===== src/shared/vbb_map.vh =====
// Bus codes, size codes and timing figures for the VME board controller
`ifndef VBB_MAP_VH
`define VBB_MAP_VH

// ========================================================
// Local command operations
`define VBB_OP_READ 3'h0
`define VBB_OP_WRITE 3'h1
`define VBB_OP_RMW 3'h2
`define VBB_OP_BLKRD 3'h3
`define VBB_OP_BLKWR 3'h4

// ========================================================
// Address spaces and data unit sizes
`define VBB_SP_A16 2'h0
`define VBB_SP_A24 2'h1
`define VBB_SP_A32 2'h2
`define VBB_SZ_D8 2'h0
`define VBB_SZ_D16 2'h1
`define VBB_SZ_D32 2'h2
`define VBB_SZ_D64 2'h3

// ========================================================
// Address modifier codes, data accesses only
`define VBB_AM_A16_SUP 6'h2D
`define VBB_AM_A16_USR 6'h29
`define VBB_AM_A24_SUP 6'h3D
`define VBB_AM_A24_USR 6'h39
`define VBB_AM_A24_SUP_BLK 6'h3F
`define VBB_AM_A24_USR_BLK 6'h3B
`define VBB_AM_A32_SUP 6'h0D
`define VBB_AM_A32_USR 6'h09
`define VBB_AM_A32_SUP_BLK 6'h0F
`define VBB_AM_A32_USR_BLK 6'h0B

// ========================================================
// Address masks per space
`define VBB_MASK_A16 32'h0000FFFF
`define VBB_MASK_A24 32'h00FFFFFF
`define VBB_MASK_A32 32'hFFFFFFFF

// ========================================================
// Timing
`define VBB_CLK_NS 100
`define VBB_TMO_NS 16000

`endif


===== src/design/vbb_board.v =====
// VME board controller: master, single-cycle slave and interrupter
`timescale 1ns/1ns
`default_nettype none
`include "vbb_map.vh"

module vbb_board
#(
   parameter NREG = 4,
   parameter [1:0] SLV_SPACE = `VBB_SP_A24,
   parameter [31:0] SLV_BASE = 32'h00100000
)
(
   input wire MCLK,
   input wire RST_B,
   input wire CMD_VALID,
   input wire [2:0] CMD_OP,
   input wire [1:0] CMD_SPACE,
   input wire [1:0] CMD_SIZE,
   input wire CMD_SUPER,
   input wire [31:0] CMD_ADDR,
   input wire [31:0] CMD_WDATA,
   input wire [7:0] CMD_COUNT,
   output reg CMD_READY,
   output reg BEAT_TAKE,
   output reg RSP_VALID,
   output reg RSP_LAST,
   output reg RSP_ERR,
   output reg [31:0] RSP_DATA,
   input wire IRQ_REQ,
   input wire [2:0] IRQ_LEVEL,
   input wire [7:0] IRQ_VECTOR,
   output reg IRQ_BUSY,
   input wire [31:0] A_IN,
   input wire [31:0] D_IN,
   input wire [5:0] AM_IN,
   input wire AS_IN_B,
   input wire [1:0] DS_IN_B,
   input wire WRITE_IN_B,
   input wire IACK_IN_B,
   input wire DTACK_IN_B,
   input wire BERR_IN_B,
   input wire BG_IN_B,
   output reg [31:0] A_OUT,
   output reg A_OE,
   output reg [31:0] D_OUT,
   output reg D_OE,
   output reg [5:0] AM_OUT,
   output reg AM_OE,
   output reg AS_OE,
   output reg [1:0] DS_OE,
   output reg WRITE_OE,
   output reg LWORD_OE,
   output reg DTACK_OE,
   output reg BR_OE,
   output reg BBSY_OE,
   output reg [6:0] IRQ_OE
);

   // ========================================================
   // Constants and state codes
   localparam SW = 78;
   localparam [31:0] TMO_CYC = `VBB_TMO_NS / `VBB_CLK_NS;
   localparam [2:0] M_IDLE = 3'h0;
   localparam [2:0] M_REQ = 3'h1;
   localparam [2:0] M_ADDR = 3'h2;
   localparam [2:0] M_STRB = 3'h3;
   localparam [2:0] M_WACK = 3'h4;
   localparam [2:0] M_REL = 3'h5;
   localparam [1:0] S_IDLE = 2'h0;
   localparam [1:0] S_ACK = 2'h1;

   // ========================================================
   // Synchronised bus inputs
   wire [SW-1:0] sync_q;
   wire [31:0] a_s;
   wire [31:0] d_s;
   wire [5:0] am_s;
   wire as_s;
   wire [1:0] ds_s;
   wire write_s;
   wire iack_s;
   wire dtack_s;
   wire berr_s;
   wire bg_s;

   // Data and address share the strobes' delay, so they line up
   vbb_sync #(.W(SW), .RST_VAL({70'h0, 8'hFF})) u_sync
   (
      .CLK(MCLK),
      .RST_B(RST_B),
      .D({A_IN, D_IN, AM_IN, AS_IN_B, DS_IN_B, WRITE_IN_B, IACK_IN_B,
         DTACK_IN_B, BERR_IN_B, BG_IN_B}),
      .Q(sync_q)
   );
   assign {a_s, d_s, am_s} = sync_q[SW-1:8];
   assign {as_s, ds_s, write_s, iack_s} = sync_q[7:3];
   assign {dtack_s, berr_s, bg_s} = sync_q[2:0];

   // ========================================================
   // Master, slave and interrupter working state
   reg [2:0] m_state;
   reg [2:0] op;
   reg [1:0] sp;
   reg [1:0] sz;
   reg sup;
   reg [31:0] addr;
   reg [7:0] cnt;
   reg rmw_wr;
   reg err;
   reg [7:0] tmo;
   reg [1:0] s_state;
   reg [2:0] irq_lvl;
   reg [7:0] irq_vec;
   reg [31:0] regs [0:NREG-1];
   integer i;

   wire blk = (op == `VBB_OP_BLKRD) || (op == `VBB_OP_BLKWR);
   wire is_write = (op == `VBB_OP_WRITE) || (op == `VBB_OP_BLKWR) ||
      ((op == `VBB_OP_RMW) && rmw_wr);
   wire last = err || ((op == `VBB_OP_RMW) ? rmw_wr :
      (blk ? (cnt == 8'h01) : 1'b1));
   wire [3:0] bytes = (sz == `VBB_SZ_D8) ? 4'h1 :
      (sz == `VBB_SZ_D16) ? 4'h2 :
      (sz == `VBB_SZ_D32) ? 4'h4 : 4'h8;
   // Byte cycles pick one strobe by the odd/even address bit
   wire [1:0] ds_code = (sz == `VBB_SZ_D8) ?
      (addr[0] ? 2'h1 : 2'h2) : 2'h3;

   // ========================================================
   // Address modifier encode and slave decode
   function [5:0] am_code;
      input [1:0] s;
      input su;
      input bk;
      begin
         case (s)
            `VBB_SP_A16: am_code = su ? `VBB_AM_A16_SUP : `VBB_AM_A16_USR;
            `VBB_SP_A24: am_code = bk ?
               (su ? `VBB_AM_A24_SUP_BLK : `VBB_AM_A24_USR_BLK) :
               (su ? `VBB_AM_A24_SUP : `VBB_AM_A24_USR);
            default: am_code = bk ?
               (su ? `VBB_AM_A32_SUP_BLK : `VBB_AM_A32_USR_BLK) :
               (su ? `VBB_AM_A32_SUP : `VBB_AM_A32_USR);
         endcase
      end
   endfunction

   // Slave takes single data cycles only; code and block are refused
   wire am_a16 = (am_s == `VBB_AM_A16_SUP) || (am_s == `VBB_AM_A16_USR);
   wire am_a24 = (am_s == `VBB_AM_A24_SUP) || (am_s == `VBB_AM_A24_USR);
   wire am_a32 = (am_s == `VBB_AM_A32_SUP) || (am_s == `VBB_AM_A32_USR);
   wire am_ok = (SLV_SPACE == `VBB_SP_A16) ? am_a16 :
      (SLV_SPACE == `VBB_SP_A24) ? am_a24 : am_a32;
   wire [31:0] sp_mask = (SLV_SPACE == `VBB_SP_A16) ? `VBB_MASK_A16 :
      (SLV_SPACE == `VBB_SP_A24) ? `VBB_MASK_A24 : `VBB_MASK_A32;
   wire [31:0] win_mask = sp_mask & ~(NREG * 4 - 1);
   wire a_hit = ((a_s & win_mask) == (SLV_BASE & win_mask));
   wire [31:0] reg_idx = (a_s >> 2) % NREG;
   wire slv_sel = am_ok && a_hit && !as_s && iack_s &&
      (ds_s != 2'h3) && !AS_OE;
   wire iack_sel = IRQ_BUSY && !as_s && !iack_s && !ds_s[0] &&
      (a_s[3:1] == irq_lvl) && !AS_OE;

   // ========================================================
   // Master, slave and interrupter share the data bus drivers
   always @(posedge MCLK)
   begin
      if (!RST_B)
      begin
         m_state <= M_IDLE;
         s_state <= S_IDLE;
         op <= 3'h0;
         sp <= 2'h0;
         sz <= 2'h0;
         sup <= 1'b0;
         addr <= 32'h0;
         cnt <= 8'h0;
         rmw_wr <= 1'b0;
         err <= 1'b0;
         tmo <= 8'h0;
         irq_lvl <= 3'h0;
         irq_vec <= 8'h0;
         CMD_READY <= 1'b0;
         BEAT_TAKE <= 1'b0;
         RSP_VALID <= 1'b0;
         RSP_LAST <= 1'b0;
         RSP_ERR <= 1'b0;
         RSP_DATA <= 32'h0;
         IRQ_BUSY <= 1'b0;
         A_OUT <= 32'h0;
         A_OE <= 1'b0;
         D_OUT <= 32'h0;
         D_OE <= 1'b0;
         AM_OUT <= 6'h0;
         AM_OE <= 1'b0;
         AS_OE <= 1'b0;
         DS_OE <= 2'h0;
         WRITE_OE <= 1'b0;
         LWORD_OE <= 1'b0;
         DTACK_OE <= 1'b0;
         BR_OE <= 1'b0;
         BBSY_OE <= 1'b0;
         IRQ_OE <= 7'h0;
         for (i = 0; i < NREG; i = i + 1)
            regs[i] <= 32'h0;
      end
      else
      begin
         BEAT_TAKE <= 1'b0;
         RSP_VALID <= 1'b0;
         case (m_state)
            M_IDLE:
            begin
               CMD_READY <= 1'b1;
               if (CMD_VALID && CMD_READY)
               begin
                  CMD_READY <= 1'b0;
                  op <= CMD_OP;
                  sp <= CMD_SPACE;
                  sz <= CMD_SIZE;
                  sup <= CMD_SUPER;
                  addr <= CMD_ADDR;
                  cnt <= (CMD_COUNT == 8'h0) ? 8'h01 : CMD_COUNT;
                  rmw_wr <= 1'b0;
                  err <= 1'b0;
                  BR_OE <= 1'b1;
                  m_state <= M_REQ;
               end
            end
            M_REQ:
            begin
               // Wait for the grant and a quiet bus before taking it
               if (!bg_s && as_s && (s_state == S_IDLE))
               begin
                  BR_OE <= 1'b0;
                  BBSY_OE <= 1'b1;
                  A_OUT <= addr & ((sp == `VBB_SP_A16) ? `VBB_MASK_A16 :
                     (sp == `VBB_SP_A24) ? `VBB_MASK_A24 : `VBB_MASK_A32);
                  A_OE <= 1'b1;
                  AM_OUT <= am_code(sp, sup, blk);
                  AM_OE <= 1'b1;
                  WRITE_OE <= is_write;
                  LWORD_OE <= sz[1];
                  m_state <= M_ADDR;
               end
            end
            M_ADDR:
            begin
               AS_OE <= 1'b1;
               if (is_write)
               begin
                  D_OUT <= CMD_WDATA;
                  D_OE <= 1'b1;
                  BEAT_TAKE <= 1'b1;
               end
               m_state <= M_STRB;
            end
            M_STRB:
            begin
               DS_OE <= ds_code;
               tmo <= 8'h0;
               m_state <= M_WACK;
            end
            M_WACK:
            begin
               tmo <= tmo + 8'h01;
               if (!dtack_s || !berr_s || (tmo == TMO_CYC[7:0]))
               begin
                  DS_OE <= 2'h0;
                  D_OE <= 1'b0;
                  err <= dtack_s;
                  if (!is_write)
                     RSP_DATA <= d_s;
                  m_state <= M_REL;
               end
            end
            M_REL:
            begin
               // Slave must drop its acknowledge before the next beat
               if (dtack_s && berr_s)
               begin
                  RSP_VALID <= 1'b1;
                  RSP_LAST <= last;
                  RSP_ERR <= err;
                  if (last)
                  begin
                     AS_OE <= 1'b0;
                     BBSY_OE <= 1'b0;
                     A_OE <= 1'b0;
                     AM_OE <= 1'b0;
                     WRITE_OE <= 1'b0;
                     LWORD_OE <= 1'b0;
                     m_state <= M_IDLE;
                  end
                  else if (op == `VBB_OP_RMW)
                  begin
                     // Address strobe stays low into the write half
                     rmw_wr <= 1'b1;
                     WRITE_OE <= 1'b1;
                     m_state <= M_ADDR;
                  end
                  else
                  begin
                     addr <= addr + {28'h0, bytes};
                     cnt <= cnt - 8'h01;
                     m_state <= M_ADDR;
                  end
               end
            end
            default:
               m_state <= M_IDLE;
         endcase

         // Slave and interrupt acknowledge answers
         case (s_state)
            S_IDLE:
            begin
               if (iack_sel)
               begin
                  D_OUT <= {24'h0, irq_vec};
                  D_OE <= 1'b1;
                  DTACK_OE <= 1'b1;
                  s_state <= S_ACK;
               end
               else if (slv_sel)
               begin
                  if (!write_s)
                     regs[reg_idx] <= d_s;
                  else
                  begin
                     D_OUT <= regs[reg_idx];
                     D_OE <= 1'b1;
                  end
                  DTACK_OE <= 1'b1;
                  s_state <= S_ACK;
               end
            end
            S_ACK:
            begin
               if (ds_s == 2'h3)
               begin
                  DTACK_OE <= 1'b0;
                  D_OE <= 1'b0;
                  s_state <= S_IDLE;
               end
            end
            default:
               s_state <= S_IDLE;
         endcase

         // Interrupter releases on acknowledge; a new request wins
         if (IRQ_REQ && (IRQ_LEVEL != 3'h0))
         begin
            IRQ_BUSY <= 1'b1;
            irq_lvl <= IRQ_LEVEL;
            irq_vec <= IRQ_VECTOR;
            IRQ_OE <= 7'h01 << (IRQ_LEVEL - 3'h1);
         end
         else if ((s_state == S_IDLE) && iack_sel)
         begin
            IRQ_BUSY <= 1'b0;
            IRQ_OE <= 7'h0;
         end
      end
   end

endmodule // vbb_board

`default_nettype wire


===== src/design/vbb_sync.v =====
// Two-stage synchroniser for a group of asynchronous bus inputs
`timescale 1ns/1ns
`default_nettype none

module vbb_sync
#(
   parameter W = 8,
   parameter [W-1:0] RST_VAL = {W{1'b1}}
)
(
   input wire CLK,
   input wire RST_B,
   input wire [W-1:0] D,
   output wire [W-1:0] Q
);

   // ========================================================
   // One pair of flops per bit
   genvar g;
   generate
      for (g = 0; g < W; g = g + 1)
      begin : bit_sync
         reg meta;
         reg stable;
         always @(posedge CLK)
         begin
            if (!RST_B)
            begin
               meta <= RST_VAL[g];
               stable <= RST_VAL[g];
            end
            else
            begin
               meta <= D[g];
               stable <= meta;
            end
         end
         assign Q[g] = stable;
      end
   endgenerate

endmodule // vbb_sync

`default_nettype wire


===== config.mk =====
export PLATFORM = sky130hd
export DESIGN_NAME = vbb_board
export DESIGN_NICKNAME = d
export VERILOG_FILES = /design/src/design/vbb_board.v /design/src/design/vbb_sync.v
export VERILOG_INCLUDE_DIRS = /design/src /design/src/shared
export SDC_FILE = /design/constraint.sdc
export NUM_CORES = 1
export LEC_CHECK = 0
export CORE_MARGIN = 2
export CORE_UTILIZATION = 35
export DETAILED_ROUTE_END_ITERATION = 10
export DONT_BUFFER_PORTS = 1
export GPL_TIMING_DRIVEN = 0
export PLACE_DENSITY = 0.58
export SETUP_SLACK_MARGIN = 0.2
export SLEW_MARGIN = 0
export SYNTH_ARGS = -nofsm -noshare
export SYNTH_HDL_FRONTEND = slang
export SYNTH_HIERARCHICAL = 1
export SYNTH_SLANG_ARGS = --single-unit

===== constraint.sdc =====
create_clock -name MCLK -period 4.8 [get_ports MCLK]
set_clock_uncertainty 0.2 [all_clocks]
set_input_delay 0.24 -clock MCLK [delete_from_list [all_inputs] [get_ports MCLK]]
set_output_delay 0.24 -clock MCLK [all_outputs]
set_load 0.03 [all_outputs]

-- Word-level counts from Yosys, hierarchy flattened
Memory sizes are Yosys's and may differ from the RTL's. A register that Yosys moved wholly into a read port is not among the register bits.
Index checks and enable logic that the tools add are counted.
- memory bits (writable): 128
- word-level logic and storage cells: 371
- memories: 1
- input bits: 173
- flip-flop bits (word level): 336
- output and inout port bits: 126
- memory list (memory ; words ; bits a word ; read ports ; clocked after memory_dff ; write ports ; line ; source):
    regs ; 4 ; 32 ; 1 ; 1 ; 4 ; vbb_board.v:114 ; reg [31:0] regs [0:NREG-1];
- $add $sub $neg: 4
- equal/unequal tests: 32
- reduce and logical (&&, ||, !) cells: 63
- muxes and demuxes: 98
- bitwise operators: 2
- shifts and indexed selects: 1
- operators by type and width (operator ; count):
    2-to-1 mux 32 bit ; 13
    one-hot mux 32 bit (2 select lines) ; 1
    2-to-1 mux 8 bit ; 5
    2-to-1 mux 1 bit ; 38
    2-to-1 mux 3 bit ; 11
    adder 32 x 4 -> 32 bit ; 1
    AND 32 bit ; 1
    one-hot mux 8 bit (2 select lines) ; 2
    OR reduction 32 bit ; 1
    equality test 20 x 17 -> 1 bit, second input constant ; 1
    inequality test 2 bit, second input constant ; 10
    one-hot mux 1 bit (2 select lines) ; 10
    2-to-1 mux 2 bit ; 9
    one-hot mux 3 bit (6 select lines) ; 1
    logical AND 1 bit ; 17
    nonzero test 2 bit ; 8
    AND reduction 3 bit ; 5
    2-to-1 mux 7 bit ; 2
    AND reduction 2 bit ; 7
    equality test 3 x 2 -> 1 bit, second input constant ; 4
    equality test 6 bit, second input constant ; 2
    2-to-1 mux 4 bit ; 3
    one-hot mux 6 bit (2 select lines) ; 1
    AND reduction 4 bit ; 3
    21 further kinds ; 44

-- Logic depth before layout (Yosys ltp)
- word-level depth: 14
- mapped depth: 13
- gate-level depth less buffers: 10

-- Modules after synthesis
The synthesis kept the hierarchy.
- by module, submodules not included (module ; area an instance (µm²) ; sequential area each (µm²) ; cells each ; instances):
    vbb_board ; 14542.7 ; 7747.4 ; 1452 ; 1
    vbb_sync ; 4814.6 ; 3123.0 ; 407 ; 1

-- Worst setup path before layout
No wires, ideal clock.
- kind: register to register
- start: register AS_OE
- end: memory regs[0][0], enable pin
- library setup time: 0.394 ns
- slack: 1.551 ns
- data arrival time: 2.655 ns
- path buffers: 0
- clock period less this slack: 3.249 ns
- data required time: 4.206 ns
- cell stages (with the launch flop): 7
- cell sequence: dfxtp_1 -> nor4_1 -> nand4_1 -> or2_4 -> nor4_4 -> nor3b_4 -> nand2b_1
- RTL lines (element ; line ; source):
    start: declaration ; vbb_board.v:49 ; output reg AS_OE,
    start signal: assignment ; vbb_board.v:196 ; AS_OE <= 1'b0;
    start signal: assignment ; vbb_board.v:249 ; AS_OE <= 1'b1;
    start signal: assignment ; vbb_board.v:287 ; AS_OE <= 1'b0;
    end: declaration ; vbb_board.v:114 ;

-- Final worst setup path
- start: register AS_OE
- end: register D_OUT[31]
- cells in the longest elaborated chain, start to end: 5
- elaborated cells on any way between the ends: 6
- those cells by class: mux: 3; reduce/logical: 3
- ends and longest elaborated chain (element ; line ; source):
    logical NOT 1 bit * ; vbb_board.v:160, vbb_board.v:162 ;
    logical AND 1 bit ; vbb_board.v:160 ; (ds_s != 2'h3) && !AS_OE;
    2-to-1 mux 32 bit ; vbb_board.v:325 ; else if (slv_sel)
    2-to-1 mux 32 bit * ; vbb_board.v:318 ; if (iack_sel)
    2-to-1 mux 32 bit * ; vbb_board.v:315 ; case (s_state)
    end signal: assignment ; vbb_board.v:320 ; D_OUT <= {24'h0, irq_vec};
    end signal: assignment ; vbb_board.v:331 ; D_OUT <= regs[reg_idx];
    end: declaration ; vbb_board.v:45 ; output reg [31:0] D_OUT,
Mark *: on every way between the ends. The rest lies on a longest branch, timed or not.
A chain may end at the register's enable or synchronous reset.

==> flow_metrics.py <==
metrics = {
    "power_and_ir_drop": {
        "pwr-share-seq_pct": 48.0,
        "p_per_area_mw_per_mm2": 377.0,
        "p_int_mw": 6.732,
        "p_leak_nw": 9.003,
        "p_sw_share_pct": 23.24,
        "switchingPower_mw": 2.038,
        "p_comb_share_pct": 7.4,
        "ir_drop_v": 0.0002765,
        "clkPwrFrac_pct": 44.6,
    },
    "logic_synthesis": {
        "syn_area_sq_mm": 0.01875,
        "syn_avg_cell_area_sq_um": 10.37,
        "yosysWarnings": 6,
        "syn_nets": 1993,
        "syn_inst": 1808,
    },
    "finish": {
        "nets": 2241,
        "syn_to_final_growth_pct": 24.09,
        "drive_gt1_share_pct": 14.09,
        "final_cells": 2782,
        "fill_cells": 5056,
    },
    "critical_path": {
        "r2r_slack_ps": 1210,
        "path_class": "reg -> reg",
        "worst_ep_required_time_ps": 5060,
        "reg2reg_to": "D_OUT[31]$_SDFF_PN0_",
        "startpoint_type": "register",
        "r2r_start": "AS_OE$_SDFFE_PN0P_",
        "critPathMaxFanout": 10,
        "arrival_ps": 3850,
        "reg2reg_depth": 7,
        "critical_path.endpoint_type": "register",
    },
    "detailed_routing": {
        "ant_nets": 0,
        "via_per_inst": 5.045,
        "wl_microns": 55680,
        "firstDrtPassIters": 5,
        "wl_per_cell_microns": 20.01,
        "drtIter0Drc": 1100,
        "vias": 14030,
        "drcViolationCount": 0,
    },
    "clock_network": {
        "cts_sinks": 459,
        "path_clk_slew_ps": 60,
        "post_cts.repair.setup_buffers": 0,
        "insertion_delay_ps": 600,
        "cts_resized": 0,
        "h-tree-depth": 2,
        "cts_buffers": 51,
        "ctsHoldBuffers": 192,
        "cts_tree": "done",
        "cts-root-buf": "clkbuf_16",
        "cts_buffer_depth": 3,
    },
    "worst_hold_path": {
        "min_to": "D_OUT[0]$_SDFF_PN0_",
        "min_delay_path_depth": 2,
        "hp-start": "RST_B",
        "hold_class": "in -> reg",
    },
    "floorplan": {
        "core_area_sq_mm": 0.05276,
        "start_util_pct": 35.53,
        "die_width_microns": 235.4,
        "rows": 84,
        "dieArea_sq_mm": 0.05543,
        "pin_count": 299,
        "fp.dieH_microns": 235.4,
    },
    "global_route": {
        "antenna_found_initial": 0,
        "grt_max_degree": 33,
        "overflow": 0,
        "use_met2_pct": 32.29,
        "grtUsageMet1_pct": 24.69,
        "grt_pass1_vias": 14060,
        "grt_busiest_layer": "met2",
        "use_met3_pct": 6.086,
        "grt_pass1_wl_microns": 84300,
        "grtUsageTotal_pct": 19.80,
    },
    "run_status": {
        "status": "completed",
    },
    "sta": {
        "fin_crit_ps": 3590,
        "final.period_utilization_pct": 74.80,
        "fmax_ghz": 0.2785,
        "worstMarginPinSlew_ps": 1101,
        "tns_ps": 0,
        "rsz0062_at_grt": "false",
        "relSlewSlack_pct": 26.59,
        "hold_viol": 0,
        "slew_violations": 0,
        "setup_violations": 0,
    },
    "place": {
        "portBuffers": 0,
        "dpl.cell_count": 2499,
        "post-dp-hpwl_microns": 38600,
        "place_congestion": 0.9000,
    },
    "flow_run": {
        "drv_cap": 0,
    },
}
## per-stage QoR
step	power, mW	hold WS (ps)	instance area [sq um]	setup slack (ps)	util, %
2_1_floorplan	4.625	141.5	18750	1551	-
3_3_place_gp	4.789	142.6	19610	249.8	37.17
3_5_place_dp	4.806	145.5	19680	1127	37.29
4_1_cts	8.859	2.565	23260	1113	44.09
5_1_grt	9.093	46.83	23260	992.1	44.09
6_report	8.770	5.629	23260	1210	44.09
## how the worst max path moves through the flow
stage	start	cells after the start	slack (ps)	end
6_report	AS_OE$_SDFFE_PN0P_	7	1210	D_OUT[31]$_SDFF_PN0_
5_1_grt	sz[1]$_SDFFE_PN0P_	13	990	addr[30]$_SDFFE_PN0P_
4_1_cts	AS_OE$_SDFFE_PN0P_	7	1110	D_OUT[31]$_SDFF_PN0_
3_5_place_dp	AS_OE$_SDFFE_PN0P_	7	1130	D_OUT[31]$_SDFF_PN0_
3_3_place_gp	u_sync/bit_sync[53].stable$_SDFF_PN0_	7	250	regs[0][13]$_SDFFCE_PN0P_
2_1_floorplan	AS_OE$_SDFFE_PN0P_	6	1550	regs[0][0]$_SDFFCE_PN0P_
## worst max-delay path, cell delays in order, from the launching register on
cell	delay, ps
dfxtp_1	470
nor4_1	620
nand2_1	200
nor4_4	380
inv_1	170
a31oi_1	800
buf_2	440
o22ai_1	170
## routing by layer
metal  up-vias  wire [microns]
met2       514           25920
met1      6731           23290
met4         0            1794
met3       114            4677
li1       6675               -
met5         -               0
## layout by cell type, fill, tap and decap left out, types with 7 or more instances in the layout
cell type and n:
clkbuf_16 53, a31oi_1 11, mux2i_1 34, mux4_2 32, and2_1 231, buf_4 72, buf_2 39, edfxtp_1 128
o31ai_1 12, nor4_1 9, nand2b_1 28, nor3_1 15, ha_1 11, clkbuf_2 13, o22ai_1 27, a21oi_1 158
o211ai_1 15, o21ai_0 30, clkbuf_8 8, inv_1 39, dfxtp_1 331, a211oi_1 7, nand4_1 12, nor2_1 67
dlygate4sd3_1 192, nand2_1 230, a22oi_1 7, and3_1 11, nor2b_1 10, clkbuf_1 73, o221a_2 9, nand3_1 41
and2_2 29
## sequential cells by signal, indices dropped and copies added (netlist names), 2 cells and up
signal / flops
regs: 128
u_sync/bit_sync.meta: 68
u_sync/bit_sync.stable: 68
A_OUT: 32
D_OUT: 32
RSP_DATA: 32
addr: 32
cnt: 8
irq_vec: 8
tmo: 8
IRQ_OE: 7
AM_OUT: 5
irq_lvl: 3
m_state: 3
op: 3
DS_OE: 2
sp: 2
sz: 2
## power by group through the flow
stage	logic [mW]	registers (mW)	clock network (mW)
5_1_grt	0.709	4.22	4.16
2_1_floorplan	0.361	4.26	0
6_report	0.651	4.21	3.91
4_1_cts	0.647	4.21	4.01
3_5_place_dp	0.516	4.29	0
3_3_place_gp	0.502	4.29	0
## layout make-up
| class | instances | area (sq um) | area share (%) |
|---|---|---|---|
| clock buffers | 77 | 1496 | 6.433 |
| clock inverters | 13 | 166.4 | 0.7153 |
| repair buffers | 195 | 1982 | 8.519 |
| inverters | 40 | 150.1 | 0.6454 |
| diodes | 1 | 2.502 | 0.01076 |
| flip-flops and latches | 459 | 10470 | 45.01 |
| plain buffers | 190 | 1079 | 4.636 |
| well taps | 688 | 860.8 | 3.700 |
| multi-input cells | 1119 | 7057 | 30.33 |
(Power assumes the default switching activity.)
